$ cat src/rtl/hpra_regs.svh
// register codes, field positions and timing counts of the host port
`ifndef HPRA_REGS_SVH
`define HPRA_REGS_SVH
// ----------------------------------------------------------------------
// register select codes
// ----------------------------------------------------------------------
`define HPRA_SEL_DATA 4'h2
`define HPRA_SEL_SCRATCH 4'h3
`define HPRA_SEL_OWN_ADDR 4'h4
`define HPRA_SEL_PEER_ADDR 4'h8
`define HPRA_SEL_WINDOW 4'hF
// ----------------------------------------------------------------------
// indirect window fields
// ----------------------------------------------------------------------
`define HPRA_WIN_RD_BIT 31
`define HPRA_WIN_AMU_BIT 30
`define HPRA_WIN_TYPE_HI 27
`define HPRA_WIN_TYPE_LO 24
`define HPRA_WIN_DATA_HI 23
`define HPRA_WIN_DATA_LO 16
`define HPRA_WIN_IDX_HI 10
`define HPRA_WIN_IDX_LO 8
`define HPRA_WIN_AMU_HI 7
`define HPRA_WIN_AMU_LO 0
`define HPRA_IES_TYPE 4'hF
`define HPRA_IES_INDEX 3'h0
// ----------------------------------------------------------------------
// reset values and timing
// ----------------------------------------------------------------------
`define HPRA_RST_WORD 32'h0000_0000
`define HPRA_RST_COUNT 16'h0000
`define HPRA_STEP32 16'h0004
`define HPRA_STEP64 16'h0008
`define HPRA_SYNC_CYCLES 2'h2
`endif

$ cat src/rtl/hpra_pkg.sv
// types shared by the host port register access block
package hpra_pkg;
   // ----------------------------------------------------------------------
   // port activity as set by the core
   // ----------------------------------------------------------------------
   typedef enum logic [2:0] {
      HPRA_IDLE,
      HPRA_RING_RD,
      HPRA_RING_WR,
      HPRA_DATA_TX,
      HPRA_DATA_RX
   } hpra_kind_t;

   typedef enum logic [1:0] {
      HPRA_WIN_FREE,
      HPRA_WIN_SYNC,
      HPRA_WIN_WAIT
   } hpra_win_t;

   // context load and access report from the port control unit
   typedef struct packed {
      logic load;
      hpra_kind_t kind;
      logic [31:0] addr;
      logic [31:0] ring_max_length;
      logic [15:0] count;
      logic local_mem;
      logic acc_done;
      logic acc_not_owned;
      logic acc_err;
      logic acc_marker_err;
   } hpra_core_t;

   // request to the internal 8-bit control registers
   typedef struct packed {
      logic req;
      logic rd;
      logic amu;
      logic [3:0] rtype;
      logic [2:0] index;
      logic [7:0] amu_addr;
      logic [7:0] wdata;
   } hpra_ireq_t;

   typedef struct packed {
      logic [31:0] addr;
      logic [31:0] ring_base;
      logic [31:0] ring_end;
      logic [15:0] count;
      hpra_kind_t kind;
      logic local_mem;
      logic [31:0] scratch;
      logic [31:0] win;
      logic free;
      hpra_win_t wst;
      logic [1:0] wcnt;
      logic ireq;
      logic [31:0] rdata;
      logic [31:0] tx_word;
      logic tx_valid;
      logic rx_taken;
   } hpra_state_t;
endpackage

$ cat src/rtl/hpra_port.sv
// one system port: transfer counter, address generator and host registers
// Operation
// transmit data read: counter holds bytes left in current buffer
// receive data write: counter holds bytes of frame left to write
// ring read: counter shows bytes expected; meaningless on ring write
// port may switch activity before counter reaches zero
// code 0100 returns this port's address generator value
// ring access: start at ring address, increment, wrap at max length
// data access: start at buffer address, wrap at local memory boundary
// reads leave address alone; data access advances it by 4 or 8
// ring read not owned by core does not advance address
// ring read parity/port error keeps address on failing descriptor
// first/last marker error leaves address generator unchanged
// host ignores address value while port request lines are idle
// code 1000 returns the other port's address generator
// in read state host only writes data register at 0010
// in write state host only reads data register
// 64-bit mode: A holds upper half, address from port A
// scratch at 0011 is host read/write, never touched by device
// host writes window at 1111 only while free flag is set
// window write, bit 31 clear: data 23-16 goes to selected register
// window read: device fills data field then sets free flag
// internal error status sits at type F index 0
// same window carries address match unit accesses
// free flag clears on window write until internal transfer ends
`timescale 1ns/100ps
`include "hpra_regs.svh"
module hpra_port #(
   parameter int LOCAL_AW = 16
) (
   input wire logic clk,
   input wire logic srst,
   input wire logic is_port_a,
   input wire logic mode_64,
   input wire logic [3:0] register_select_lines,
   input wire logic host_rd,
   input wire logic host_wr,
   input wire logic [31:0] host_wdata,
   output logic [31:0] host_rdata,
   input wire hpra_pkg::hpra_core_t core_in,
   input wire logic [31:0] core_rx_word,
   output logic rx_word_taken,
   output logic [31:0] tx_word,
   output logic tx_word_valid,
   input wire logic [31:0] peer_address,
   output logic [31:0] port_address_register,
   output logic [15:0] transfer_counter,
   output logic control_register_free,
   output hpra_pkg::hpra_ireq_t ireq,
   input wire logic iack,
   input wire logic [7:0] irdata
);
   // ----------------------------------------------------------------------
   // state
   // ----------------------------------------------------------------------
   hpra_pkg::hpra_state_t st_r;
   hpra_pkg::hpra_state_t st_nxt;

   logic rd_state;
   logic wr_state;
   logic [15:0] step;
   logic [31:0] sum;
   logic [31:0] adv_addr;
   logic core_adv;
   logic host_adv;
   logic win_wr;

   assign rd_state = (st_r.kind == hpra_pkg::HPRA_RING_RD) ||
                     (st_r.kind == hpra_pkg::HPRA_DATA_TX);
   assign wr_state = (st_r.kind == hpra_pkg::HPRA_RING_WR) ||
                     (st_r.kind == hpra_pkg::HPRA_DATA_RX);
   assign step = mode_64 ? `HPRA_STEP64 : `HPRA_STEP32;
   assign sum = st_r.addr + {16'h0000, step};
   assign win_wr = host_wr && (register_select_lines == `HPRA_SEL_WINDOW);

   // ----------------------------------------------------------------------
   // next address
   // ----------------------------------------------------------------------
   always_comb begin
      adv_addr = sum;
      if ((st_r.kind == hpra_pkg::HPRA_RING_RD) ||
          (st_r.kind == hpra_pkg::HPRA_RING_WR)) begin
         if (sum >= st_r.ring_end) begin
            adv_addr = st_r.ring_base;
         end
      end else if (st_r.local_mem) begin
         // carry stops at the local space edge
         adv_addr = {st_r.addr[31:LOCAL_AW], sum[LOCAL_AW-1:0]};
      end
   end

   // a core access counts only when it really completed
   always_comb begin
      core_adv = core_in.acc_done && !core_in.acc_marker_err;
      if (st_r.kind == hpra_pkg::HPRA_RING_RD) begin
         if (core_in.acc_not_owned) begin
            core_adv = 1'b0;
         end
         if (core_in.acc_err) begin
            core_adv = 1'b0;
         end
      end
   end

   // data register accesses in the allowed direction only
   assign host_adv = (register_select_lines == `HPRA_SEL_DATA) &&
                     ((host_wr && rd_state) || (host_rd && wr_state));

   // ----------------------------------------------------------------------
   // next state
   // ----------------------------------------------------------------------
   always_comb begin
      st_nxt = st_r;
      st_nxt.tx_valid = 1'b0;
      st_nxt.rx_taken = 1'b0;
      st_nxt.ireq = 1'b0;

      // address generator and counter; of the host reads only a data register read moves it
      if (core_in.load) begin
         // a reload may come at any count: context switch
         st_nxt.kind = core_in.kind;
         st_nxt.addr = core_in.addr;
         st_nxt.ring_base = core_in.addr;
         st_nxt.ring_end = core_in.addr + core_in.ring_max_length;
         st_nxt.count = core_in.count;
         st_nxt.local_mem = core_in.local_mem;
      end else if (core_adv || host_adv) begin
         st_nxt.addr = adv_addr;
         if (st_r.kind != hpra_pkg::HPRA_RING_WR) begin
            if (st_r.count > step) begin
               st_nxt.count = st_r.count - step;
            end else begin
               st_nxt.count = `HPRA_RST_COUNT;
            end
         end
      end

      // data register
      if (host_adv && host_wr) begin
         st_nxt.tx_word = host_wdata;
         st_nxt.tx_valid = 1'b1;
      end
      if (host_adv && host_rd) begin
         st_nxt.rx_taken = 1'b1;
      end

      // scratch: host only
      if (host_wr && (register_select_lines == `HPRA_SEL_SCRATCH)) begin
         st_nxt.scratch = host_wdata;
      end

      // indirect window
      case (st_r.wst)
         hpra_pkg::HPRA_WIN_FREE: begin
            // writes while busy are dropped, host must poll free first
            if (win_wr && st_r.free) begin
               st_nxt.win = host_wdata;
               st_nxt.free = 1'b0;
               st_nxt.wcnt = `HPRA_SYNC_CYCLES;
               st_nxt.wst = hpra_pkg::HPRA_WIN_SYNC;
            end
         end
         hpra_pkg::HPRA_WIN_SYNC: begin
            // hold-off that stands for the core clock crossing
            if (st_r.wcnt == 2'h1) begin
               st_nxt.ireq = 1'b1;
               st_nxt.wst = hpra_pkg::HPRA_WIN_WAIT;
            end
            st_nxt.wcnt = st_r.wcnt - 2'h1;
         end
         hpra_pkg::HPRA_WIN_WAIT: begin
            if (iack) begin
               if (st_r.win[`HPRA_WIN_RD_BIT]) begin
                  st_nxt.win[`HPRA_WIN_DATA_HI:`HPRA_WIN_DATA_LO] =
                     irdata;
               end
               st_nxt.free = 1'b1;
               st_nxt.wst = hpra_pkg::HPRA_WIN_FREE;
            end else begin
               // keep asking until the register bank answers
               st_nxt.ireq = 1'b1;
            end
         end
         default: begin
            st_nxt.wst = hpra_pkg::HPRA_WIN_FREE;
            st_nxt.free = 1'b1;
         end
      endcase

      // read data, registered one cycle after the strobe
      st_nxt.rdata = `HPRA_RST_WORD;
      if (host_rd) begin
         case (register_select_lines)
            `HPRA_SEL_DATA: begin
               if (wr_state) begin
                  st_nxt.rdata = core_rx_word;
               end
            end
            `HPRA_SEL_SCRATCH: begin
               st_nxt.rdata = st_r.scratch;
            end
            `HPRA_SEL_OWN_ADDR: begin
               // in 64-bit mode port A owns the generator
               if (mode_64 && !is_port_a) begin
                  st_nxt.rdata = peer_address;
               end else begin
                  st_nxt.rdata = st_r.addr;
               end
            end
            `HPRA_SEL_PEER_ADDR: begin
               st_nxt.rdata = peer_address;
            end
            `HPRA_SEL_WINDOW: begin
               st_nxt.rdata = st_r.win;
            end
            default: begin
               st_nxt.rdata = `HPRA_RST_WORD;
            end
         endcase
      end
   end

   // ----------------------------------------------------------------------
   // registers
   // ----------------------------------------------------------------------
   always_ff @(posedge clk) begin
      if (srst) begin
         st_r <= '0;
         st_r.kind <= hpra_pkg::HPRA_IDLE;
         st_r.wst <= hpra_pkg::HPRA_WIN_FREE;
         st_r.free <= 1'b1;
      end else begin
         st_r <= st_nxt;
      end
   end

   // ----------------------------------------------------------------------
   // outputs
   // ----------------------------------------------------------------------
   assign host_rdata = st_r.rdata;
   assign tx_word = st_r.tx_word;
   assign tx_word_valid = st_r.tx_valid;
   assign rx_word_taken = st_r.rx_taken;
   // value only meaningful while the port is not idle
   assign port_address_register = st_r.addr;
   assign transfer_counter = st_r.count;
   assign control_register_free = st_r.free;
   assign ireq.req = st_r.ireq;
   assign ireq.rd = st_r.win[`HPRA_WIN_RD_BIT];
   assign ireq.amu = st_r.win[`HPRA_WIN_AMU_BIT];
   // type F index 0 reaches the internal error status register
   assign ireq.rtype = st_r.win[`HPRA_WIN_TYPE_HI:`HPRA_WIN_TYPE_LO];
   assign ireq.index = st_r.win[`HPRA_WIN_IDX_HI:`HPRA_WIN_IDX_LO];
   assign ireq.amu_addr = st_r.win[`HPRA_WIN_AMU_HI:`HPRA_WIN_AMU_LO];
   assign ireq.wdata = st_r.win[`HPRA_WIN_DATA_HI:`HPRA_WIN_DATA_LO];
endmodule

$ cat config.mk
export PLATFORM = sky130hd
export DESIGN_NAME = hpra_port
export DESIGN_NICKNAME = d
export VERILOG_FILES = /design/src/rtl/hpra_pkg.sv /design/src/rtl/hpra_port.sv
export VERILOG_INCLUDE_DIRS = /design/src /design/src/rtl
export SDC_FILE = /design/constraint.sdc
export NUM_CORES = 1
export LEC_CHECK = 0
export ABC_AREA = 1
export BUFFER_PORTS_ARGS = -buffer_cell sky130_fd_sc_hd__buf_2
export CAP_MARGIN = 40
export CORE_ASPECT_RATIO = 0.5
export CORE_MARGIN = 2
export CORE_UTILIZATION = 30
export CTS_BUF_LIST = sky130_fd_sc_hd__clkbuf_8
export DETAILED_ROUTE_END_ITERATION = 16
export PLACE_DENSITY = 0.56
export SLEW_MARGIN = 10
export SYNTH_ARGS = -nofsm -noshare
export SYNTH_HDL_FRONTEND = slang
export SYNTH_SLANG_ARGS = --single-unit
$ cat constraint.sdc
create_clock -name clk -period 5.2 [get_ports clk]
set_clock_uncertainty 0.2 [all_clocks]
set_input_delay 0.26 -clock clk [delete_from_list [all_inputs] [get_ports clk]]
set_output_delay 0.26 -clock clk [all_outputs]
set_load 0.01 [all_outputs]
==> results of run 1 <==
state kept, by name, indices dropped and copies added, names as in the netlist:
register and count:
tx_word_valid 1, ireq 26, tx_word 32, host_rdata 32
transfer_counter 16, control_register_free 1, st_r 111, rx_word_taken 1
port_address_register 32
power by group:
group          internal [uW]  switching, uW
clock                    958            858
sequential              2040            129
combinational            511            813
total                   3510           1800
path summary, 6_finish.rpt:
kind | endpoint | slack (ps) | depth (start not counted)
min | st_r[184] | 60 | 6
max reg2reg | port_address_register[0] | 1120 | 23
min reg2reg | tx_word[23] | 240 | 2
max | port_address_register[0] | 1120 | 23
kinds of logic after synthesis:
kind of cell | synth area share
buffers and inverters | 0.158
AND/OR/NAND/NOR | 0.204
flip-flops | 0.329
XOR/XNOR | 0.0285
AO/OA/AOI/OAI | 0.218
adder cells (fa/ha/maj) | 0.0618
worst max-delay path, delay by kind of cell (launching register included):
family / cells / cell delay, ps
fa+ha+maj: 3 / 730
compound gates: 1 / 130
flops: 1 / 380
simple gates: 16 / 1830
buf+inv: 2 / 450
xor+xnor: 1 / 220
placed cells by master (no fill, tap or decap), drive strengths merged, types with 20 or more instances in the layout:
cell type	Yosys	layout
dfxtp	252	252
dlygate4sd3	0	183
nor3	33	33
xor2	40	40
nand4	20	20
a31oi	38	38
nand2	410	410
buf	152	372
a21oi	287	287
clkbuf	99	56
ha	71	71
inv	255	267
nand3	146	146
nor2	129	129
o21ai	188	188
o211ai	38	38
stage by stage:
stage	instances	power (uW)	setup WS (ps)	utilization	hold WS [ps]
floorplan	2236	3000	1770	-	195
global placement	3043	3400	968	0.331	229
detailed placement	3047	3410	890	0.333	234
CTS	3304	5340	1170	0.386	15.4
global route	3309	5600	710	0.386	54.8
finish	3310	5310	1120	0.386	55.6
cell type report:
| cell class | count | area (um2) |
|---|---|---|
| well taps | 690 | 863 |
| flip-flops and latches | 252 | 5040 |
| multi-input cells | 1477 | 7910 |
| diodes | 6 | 15.0 |
| clock buffers | 56 | 771 |
| inverters | 256 | 962 |
| fillers | 5300 | 30900 |
| repair buffers | 555 | 3810 |
| clock inverters | 18 | 73.8 |
metal layers:
metal	GRT usage	vias to the layer above	share of wire
met5	0	-	0
met4	0.0964	0	0.040
met3	0.0360	159	0.060
met2	0.368	576	0.47
met1	0.288	7701	0.43
li1	-	8058	-
==> qor.txt, run 1 <==
PortBufs: 344
Tightest Pin Transition: 832 ps
Syn avg cell area: 6.87 um2
Die Span Y: 164 um
CP Launch Point: port_address_register[2]
Final HPWL DP: 44600 um
Final ANT Viol Nets: 0
DRT Pass-1 Iters: 6
Fin crit share: 0.784
Initial Util: 0.305
Origin of the critical flop-to-flop path: port_address_register[2]
RSZ-0062 raised after global routing: false
Cell accounting for the most synthesized area: dfxtp_1
Largest net degree at the start of global routing: 61
Total Neg Setup Slack: 0 ps
Worst rel slew slack: 0.445
Pwr Density: 273 mW/mm2
Slowest cell on the critical path: dfxtp_1
Max FO, Critical Path: 32
CTS Sinks: 252
Maximum root-to-sink buffer count: 3
Total track usage: 0.223
Number of enable flip-flop cells after synthesis: 0
Ys Warns: 0
Tmin final: 4080 ps
Dpl cell area: 0.0168 mm2
Status: complete, no violations
MaxCap Viol Count: 0
Asr flop ratio synth: 0
Worst Hold Class: in2reg
# rows: 58
Core area: 0.0504 mm2
CTS tree: done
Initial antenna violation count: 5
Top-count cell post-synth: nand2_1
Clock buffer count from CTS: 44
Crit-path max cell delay: 380 ps
Main flop type after synthesis: dfxtp_1
Post-Syn Area: 0.0154 mm2
Unique cell type count in the Yosys netlist: 42
First-pass GRT wire length: 91300 um
Most frequent CP cell: nand2_1
Setup bufs post-CTS: 0
Global placement routability congestion: 0.924
Vias in the first global route: 15.6k
CP cell instances: ha_1, fa_1, nand2_1, nor2_1, nand2_1, nor2_1, nand2_1, nor2_1, xor2_1, inv_1, ha_1, nand2_1, nor2_1, nand2_1, a21oi_1, nor2_1, nand3_1, buf_4, nand2_1, nor2_1, nand2_1, nand2_1, nor2_1
Full die area: 0.0531 mm2
Fin. max-slew vios: 0
Total Nets Final: 2864
Insertion delay to the later sink of the worst-skew pair: 580 ps
Net Count, Synth: 2514
DR iter-0 viols: 1508
Largest cells by area after synthesis: dfxtp_1 33%, nand2_1 10%, a21oi_1 9.4%
Final Hold Viols: 0
WP data arrival: 4320 ps
Startpoint Class: flip-flop
Via Count: 16.5k
Worst path required time: 5440 ps
Hold path start: core_in[49]
Wirelength per Cell: 18.5 um
Layout cells sized above 1: 0.177
Root Driver: clkbuf_8
Leak Pwr: 0.00884 uW
Design area: 0.0194 mm2
Resized cells post-CTS: 0
Critical setup path kind: reg2reg
DRC: 0
Grt total ovfl: 0
Maximum vdd drop: 0.180 mV
Fmax: 245 MHz
CP Capture Type: flip-flop
Most frequent cells after synthesis: 409 x nand2_1, 287 x a21oi_1, 252 x dfxtp_1, 249 x inv_1, 183 x o21ai_0
Hold-fix buffers, CTS: 183
Vias per std cell: 4.98
Sequential fraction of the synthesis area: 0.329
Synth top area share: 0.329
Syn Inst Count: 2236
I/O pins: 345
CTS H-tree depth: 2
Final wirelength: 61400 um
Flop and latch count out of synthesis: 252
Die Wd: 324 um
Clk pin slew, worst setup/hold paths: 70 ps
Setup Viol. Count Final: 0
Area Growth Syn to Fin: 26.7%
(Power assumes the default switching activity.)
==> run 2, diff against run 1 <==
clock period = 3.85 ns   (was 5.2 ns; I/O delays follow)
==> run 2 against run 1 <==
Critical path depth decreased by 1; utilization increased by 1.5 points; final cell count increased by 2.4%; clock power increased by 46%; sequential power increased by 33%; clock-buffer cell count unchanged; non-clock buffer count increased by 78; worst hold slack got worse by 24 ps; sequential share of layout area decreased by 0.99 points; first-iteration DRC count decreased by 4.0%; cell area increased by 4.0%; worst setup slack got worse by 840 ps; largest power group unchanged.
==> qor.txt, run 2 (synthesis results as in run 1) <==
Status: complete, no violations
Fin crit share: 0.925 (+0.141)
WP data arrival: 3830 ps (-490 ps)
CTS H-tree depth: 2 (unchanged)
CTS tree: done
Maximum vdd drop: 0.165 mV (-7.9%)
CP Launch Point: port_address_register[3]
Largest Register: st_r
Final HPWL DP: 45200 um (+1.3%)
Final Util: 0.401 (+0.0154)
DRC: 0 (unchanged)
Most frequent cells in the layout: 409 x nand2_1, 343 x buf_2, 285 x a21oi_1
Final ANT Viol Nets: 0 (unchanged)
Setup Viol. Count Final: 0 (unchanged)
Placed insts: 3084 (+1.2%)
Vias in the first global route: 16.1k (+2.9%)
Dpl ws: -34.7 ps (-925 ps)
Origin of the critical flop-to-flop path: port_address_register[3]
Initial antenna violation count: 2 (-3)
Worst rel slew slack: 0.471 (+0.0264)
Clock buffer count from CTS: 45 (+2.3%)
Maximum root-to-sink buffer count: 3 (unchanged)
Pint: 4970 uW (+41%)
Die Wd: 324 um (unchanged)
Worst path required time: 4120 ps (-1320 ps)
PortBufs: 344 (unchanged)
Number of flip-flops in the largest register: 111 (unchanged)
Design area: 0.0202 mm2 (+4.0%)
Tightest Pin Transition: 794 ps (-38.7 ps)
Pwr Density: 370 mW/mm2 (+35%)
Final worst slack: 287 ps (-836 ps)
MaxCap Viol Count: 0 (unchanged)
Core area: 0.0504 mm2 (unchanged)
Area Growth Syn to Fin: 31.7%
CP Capture Type: flip-flop
Final Hold Viols: 0 (unchanged)
RSZ-0062 raised after global routing: true
Root Driver: clkbuf_8
Dpl cell area: 0.0170 mm2 (+1.5%)
Worst Hold Class: in2reg
Fmax: 281 MHz (+14%)
Insertion delay to the later sink of the worst-skew pair: 580 ps (about the same)
Die Span Y: 164 um (unchanged)
Switching Fraction: 0.335 (-0.00385)
Total Nets Final: 2943 (+2.8%)
Total track usage: 0.229 (+0.00620)
Commonest non-fill, non-tap cell in the layout: nand2_1
Wirelength per Cell: 18.5 um (about the same)
Clock network power share: 0.355 (+0.013)
Vias per std cell: 4.98 (about the same)
Max FO, Critical Path: 12 (-63%)
Full die area: 0.0531 mm2 (unchanged)
First-pass GRT wire length: 93900 um (+2.9%)
Seq pwr share: 0.387 (-0.022)
Via Count: 16.9k (+2.4%)
# rows: 58 (unchanged)
Sw power: 2500 uW (+39%)
DR iter-0 viols: 1448 (-4.0%)
Fin. max-slew vios: 0 (unchanged)
Layout fillers: 5330 (+0.57%)
Reg2Reg Setup Slack: 290 ps (-840 ps)
Critical setup path kind: reg2reg
Tmin final: 3560 ps (-514 ps)
Leak Pwr: 0.00919 uW (+3.9%)
DRT Pass-1 Iters: 6 (unchanged)
Clk pin slew, worst setup/hold paths: 60 ps (about the same)
Finished Layout Cells: 3391 (+2.4%)
I/O pins: 345 (unchanged)
Largest net degree at the start of global routing: 81 (+33%)
CTS Sinks: 252 (unchanged)
Startpoint Class: flip-flop
Hold_ws: 31.6 ps (-24.0 ps)
Hold path start: core_in[47]
Comb pwr share: 0.258 (+0.009)
Grt total ovfl: 0 (unchanged)
Initial Util: 0.305 (unchanged)
Layout cells sized above 1: 0.191 (+0.0139)
Global placement routability congestion: 0.932 (+0.94%)
Final wirelength: 62900 um (+2.4%)
==> run 2: power groups by stage <==
stage          Combinational (uW)  Clock, uW  Sequential (uW)
2_1_floorplan                1150          0             2900
3_3_place_gp                 1700          0             2940
3_5_place_dp                 1710          0             2940
4_1_cts                      1890       2700             2890
5_1_grt                      2140       2820             2910
6_report                     1930       2650             2890
==> run 2: layout make-up <==
| cell class | count | area [um2] | share of cell area |
|---|---|---|---|
| Antenna cell | 5 | 12.5 | 0.000619 |
| Clock inverter | 22 | 148 | 0.00730 |
| Tap cell | 690 | 863 | 0.0427 |
| Clock buffer | 56 | 771 | 0.0381 |
| Sequential cell | 252 | 5040 | 0.250 |
| Multi-Input combinational cell | 1477 | 7940 | 0.393 |
| Inverter | 256 | 962 | 0.0476 |
| Timing Repair Buffer | 633 | 4470 | 0.221 |
==> run 2: path summary, 6_finish.rpt <==
| kind | end | cells past startpoint |
|---|---|---|
| setup / recovery | port_address_register[29] | 22 |
| hold / removal | st_r[182] | 6 |
| setup reg to reg | port_address_register[29] | 22 |
| hold reg to reg | tx_word[26] | 2 |
==> run 2: what timing repair did <==
| action | in CTS | in global routing |
|---|---|---|
| gates resized for setup | 0 | 13 |
| setup buffers | 0 | 1 |
| hold endpoints to repair | 245 | 0 |
| hold buffers | 223 | 0 |
| endpoints found under the setup margin | 0 | 32 |
==> run 2: critical path: stages, from the launching register on <==
cell and delay [ps]:
dfxtp_1 310, ha_1 290, nand2_1 60, a21oi_2 160
nand3_2 120, buf_4 160, inv_1 60, nand4_1 110
nor2_1 160, xor2_1 250, inv_1 110, ha_1 300
a21oi_1 120, o21ai_0 90, nand2_1 70, a21oi_2 50
nor2_2 140, nand2_1 80, nand2_1 140, buf_4 230
nand2_1 100, nand2_1 80, a21oi_1 50
==> run 2: stage by stage <==
stage	setup TNS [ps]	total power, uW
after CTS	0	7480
after detailed placement	-202	4650
after floorplan	0	4060
after global routing	-163	7870
final	0	7470
after global placement	0	4650
==> run 2: routing by layer <==
layer,GRT usage,routed length (um),up-vias,part of all wire
met5,0,0,-,0
met4,0.109,3160,0,0.050
met3,0.0364,3740,204,0.059
met2,0.380,29200,626,0.46
met1,0.291,26800,7845,0.43
li1,-,-,8213,-
==> run 3, diff against run 2 <==
CELL_PAD_IN_SITES_DETAIL_PLACEMENT = 1   (was default)
CELL_PAD_IN_SITES_GLOBAL_PLACEMENT = 1   (was default)
MAX_ROUTING_LAYER = met4   (was default)
PLACE_DENSITY = 0.72   (was 0.56)
==> run 3 against run 2 <==
Combinational power rose by 5%; critical endpoint is now port_address_register[25]; total power fell by 0.91%; worst setup slack got worse by 110 ps; largest cell class unchanged; fmax fell by 3.1%; sequential share of layout area rose by 0.14 points; utilization fell by 0.20 points; largest power group unchanged.
==> qor.txt, run 3 (synthesis results as in run 1) <==
Status: complete, no violations
Clk pin slew, worst setup/hold paths: 70 ps (about the same)
Final worst slack: 173 ps (-115 ps)
Via Count: 17.5k (+3.4%)
Setup Viol. Count Final: 0 (unchanged)
Core area: 0.0504 mm2 (unchanged)
Tmin final: 3680 ps (+115 ps)
Worst rel slew slack: 0.388 (-0.0832)
Insertion delay to the later sink of the worst-skew pair: 580 ps (about the same)
CTS Sinks: 252 (unchanged)
Total track usage: 0.267 (+0.0378)
Tightest Pin Transition: 917 ps (+124 ps)
Final HPWL DP: 49800 um (+10%)
Leak Pwr: 0.00913 uW (-0.73%)
I/O pins: 345 (unchanged)
Wirelength per Cell: 21.1 um (+14%)
Total Nets Final: 2927 (-0.54%)
Largest net degree at the start of global routing: 125 (+54%)
Full die area: 0.0531 mm2 (unchanged)
PortBufs: 344 (unchanged)
Number of flip-flops in the largest register: 111 (unchanged)
Critical setup path kind: reg2reg
Worst path required time: 4150 ps (+30 ps)
Die Wd: 324 um (unchanged)
Dpl cell area: 0.0170 mm2 (about the same)
Max FO, Critical Path: 20 (+8)
Global placement routability congestion: 0.947 (+1.5%)
First-pass GRT wire length: 106000 um (+13%)
Fin crit share: 0.955 (+0.0298)
# rows: 58 (unchanged)
Initial antenna violation count: 11 (+9)
Worst Hold Class: in2reg
DRT Pass-1 Iters: 5 (-1)
Root Driver: clkbuf_8
Dpl ws: -90.8 ps (-56.1 ps)
Total Neg Setup Slack: 0 ps (unchanged)
Vias per std cell: 5.18 (+4.0%)
MaxCap Viol Count: 0 (unchanged)
Final ANT Viol Nets: 0 (unchanged)
Largest Register: st_r
Vias in the first global route: 18.1k (+13%)
Startpoint Class: flip-flop
CP Capture Type: flip-flop
Pwr Density: 368 mW/mm2 (-0.41%)
Die Span Y: 164 um (unchanged)
CTS tree: done
Final Hold Viols: 0 (unchanged)
Fmax: 272 MHz (-3.1%)
DR iter-0 viols: 1081 (-25%)
Final Power: 7410 uW (-0.91%)
Reg2Reg Setup Slack: 170 ps (-110 ps)
Area Growth Syn to Fin: 31.0%
Final wirelength: 71100 um (+13%)
Maximum vdd drop: 0.140 mV (-15%)
Clock buffer count from CTS: 44 (-2.2%)
Fin. max-slew vios: 0 (unchanged)
Initial Util: 0.305 (unchanged)
Layout cells sized above 1: 0.195 (+0.00441)
Design area: 0.0201 mm2 (-0.50%)
Commonest non-fill, non-tap cell in the layout: nand2_1
Hold_ws: 13.4 ps (-18.2 ps)
DRC: 0 (unchanged)
CTS H-tree depth: 2 (unchanged)
WP data arrival: 3980 ps (+150 ps)
Maximum root-to-sink buffer count: 3 (unchanged)
Grt total ovfl: 0 (unchanged)
Most frequent cells in the layout: 409 x nand2_1, 343 x buf_2, 285 x a21oi_1
==> run 3: cell types whose count changed in the layout (fill, tap and decap cells not counted), sizes merged <==
cell,change
dlygate4sd3,-11
diode,+5
buf,-4
clkbuf,-4
clkinv,-3
bufinv,-1
clkinvlp,-1
inv,-1
==> run 3: final timing paths <==
check	start	to	depth (start not counted)
worst min register to register	tx_word[13]	tx_word[13]	2
worst max register to register	port_address_register[8]	port_address_register[25]	20
worst min-delay path	core_in[32]	st_r[167]	5
worst max-delay path	port_address_register[8]	port_address_register[25]	20
==> run 3: area by class of cell <==
type	count	area (um2)
antenna	10	25.0
clock buffer	52	716
fill	6453	30200
inverter	256	962
clock inverter	16	91.3
tap	690	863
sequential	252	5050
multi-input combinational	1477	8040
timing repair buffer	618	4370
==> run 3: worst max-delay path: stages (launching register included) <==
cell	delay [ps]
dfxtp_1	470
nand2_1	180
nor2_2	270
nand3_1	150
nand2_1	190
nand3_1	140
xor2_1	250
inv_1	80
ha_1	300
nand2_1	90
nor2_2	140
nand4_1	150
nor2_1	130
nand2_1	90
nand2_1	70
nand2_1	80
buf_12	170
buf_12	150
nand2_1	90
nand2_1	80
a21oi_1	150
==> run 3: layer usage <==
layer	up-vias	share of wire	wire length (um)	GRT usage
met1	8485	0.43	30300	0.323
met3	217	0.053	3730	0.0427
met4	0	0.049	3470	0.125
met5	-	0	0	-
met2	599	0.47	33600	0.436
li1	8166	-	-	-
==> run 3: where the power goes <==
part	internal [uW]	switching, uW	leakage (uW)
Sequential	2760	151	0.00206
Combinational	770	1240	0.00660
Clock	1270	1200	0.000462
Total	4800	2600	0.00913
==> run 3: through the flow <==
step	cells	util
3_3_place_gp	3077	0.337
5_1_grt	3371	0.399
3_5_place_dp	3079	0.338
2_1_floorplan	2236	-
4_1_cts	3359	0.396
6_report	3371	0.399
==> run 3: repair_timing <==
item | 4_1_cts | 5_1_grt
hold buffers | 212 | 0
pin swaps | 0 | 6
gates resized for setup | 2 | 31
setup endpoints to repair | 13 | 32
hold endpoints to repair | 232 | 0
setup buffers | 0 | 2
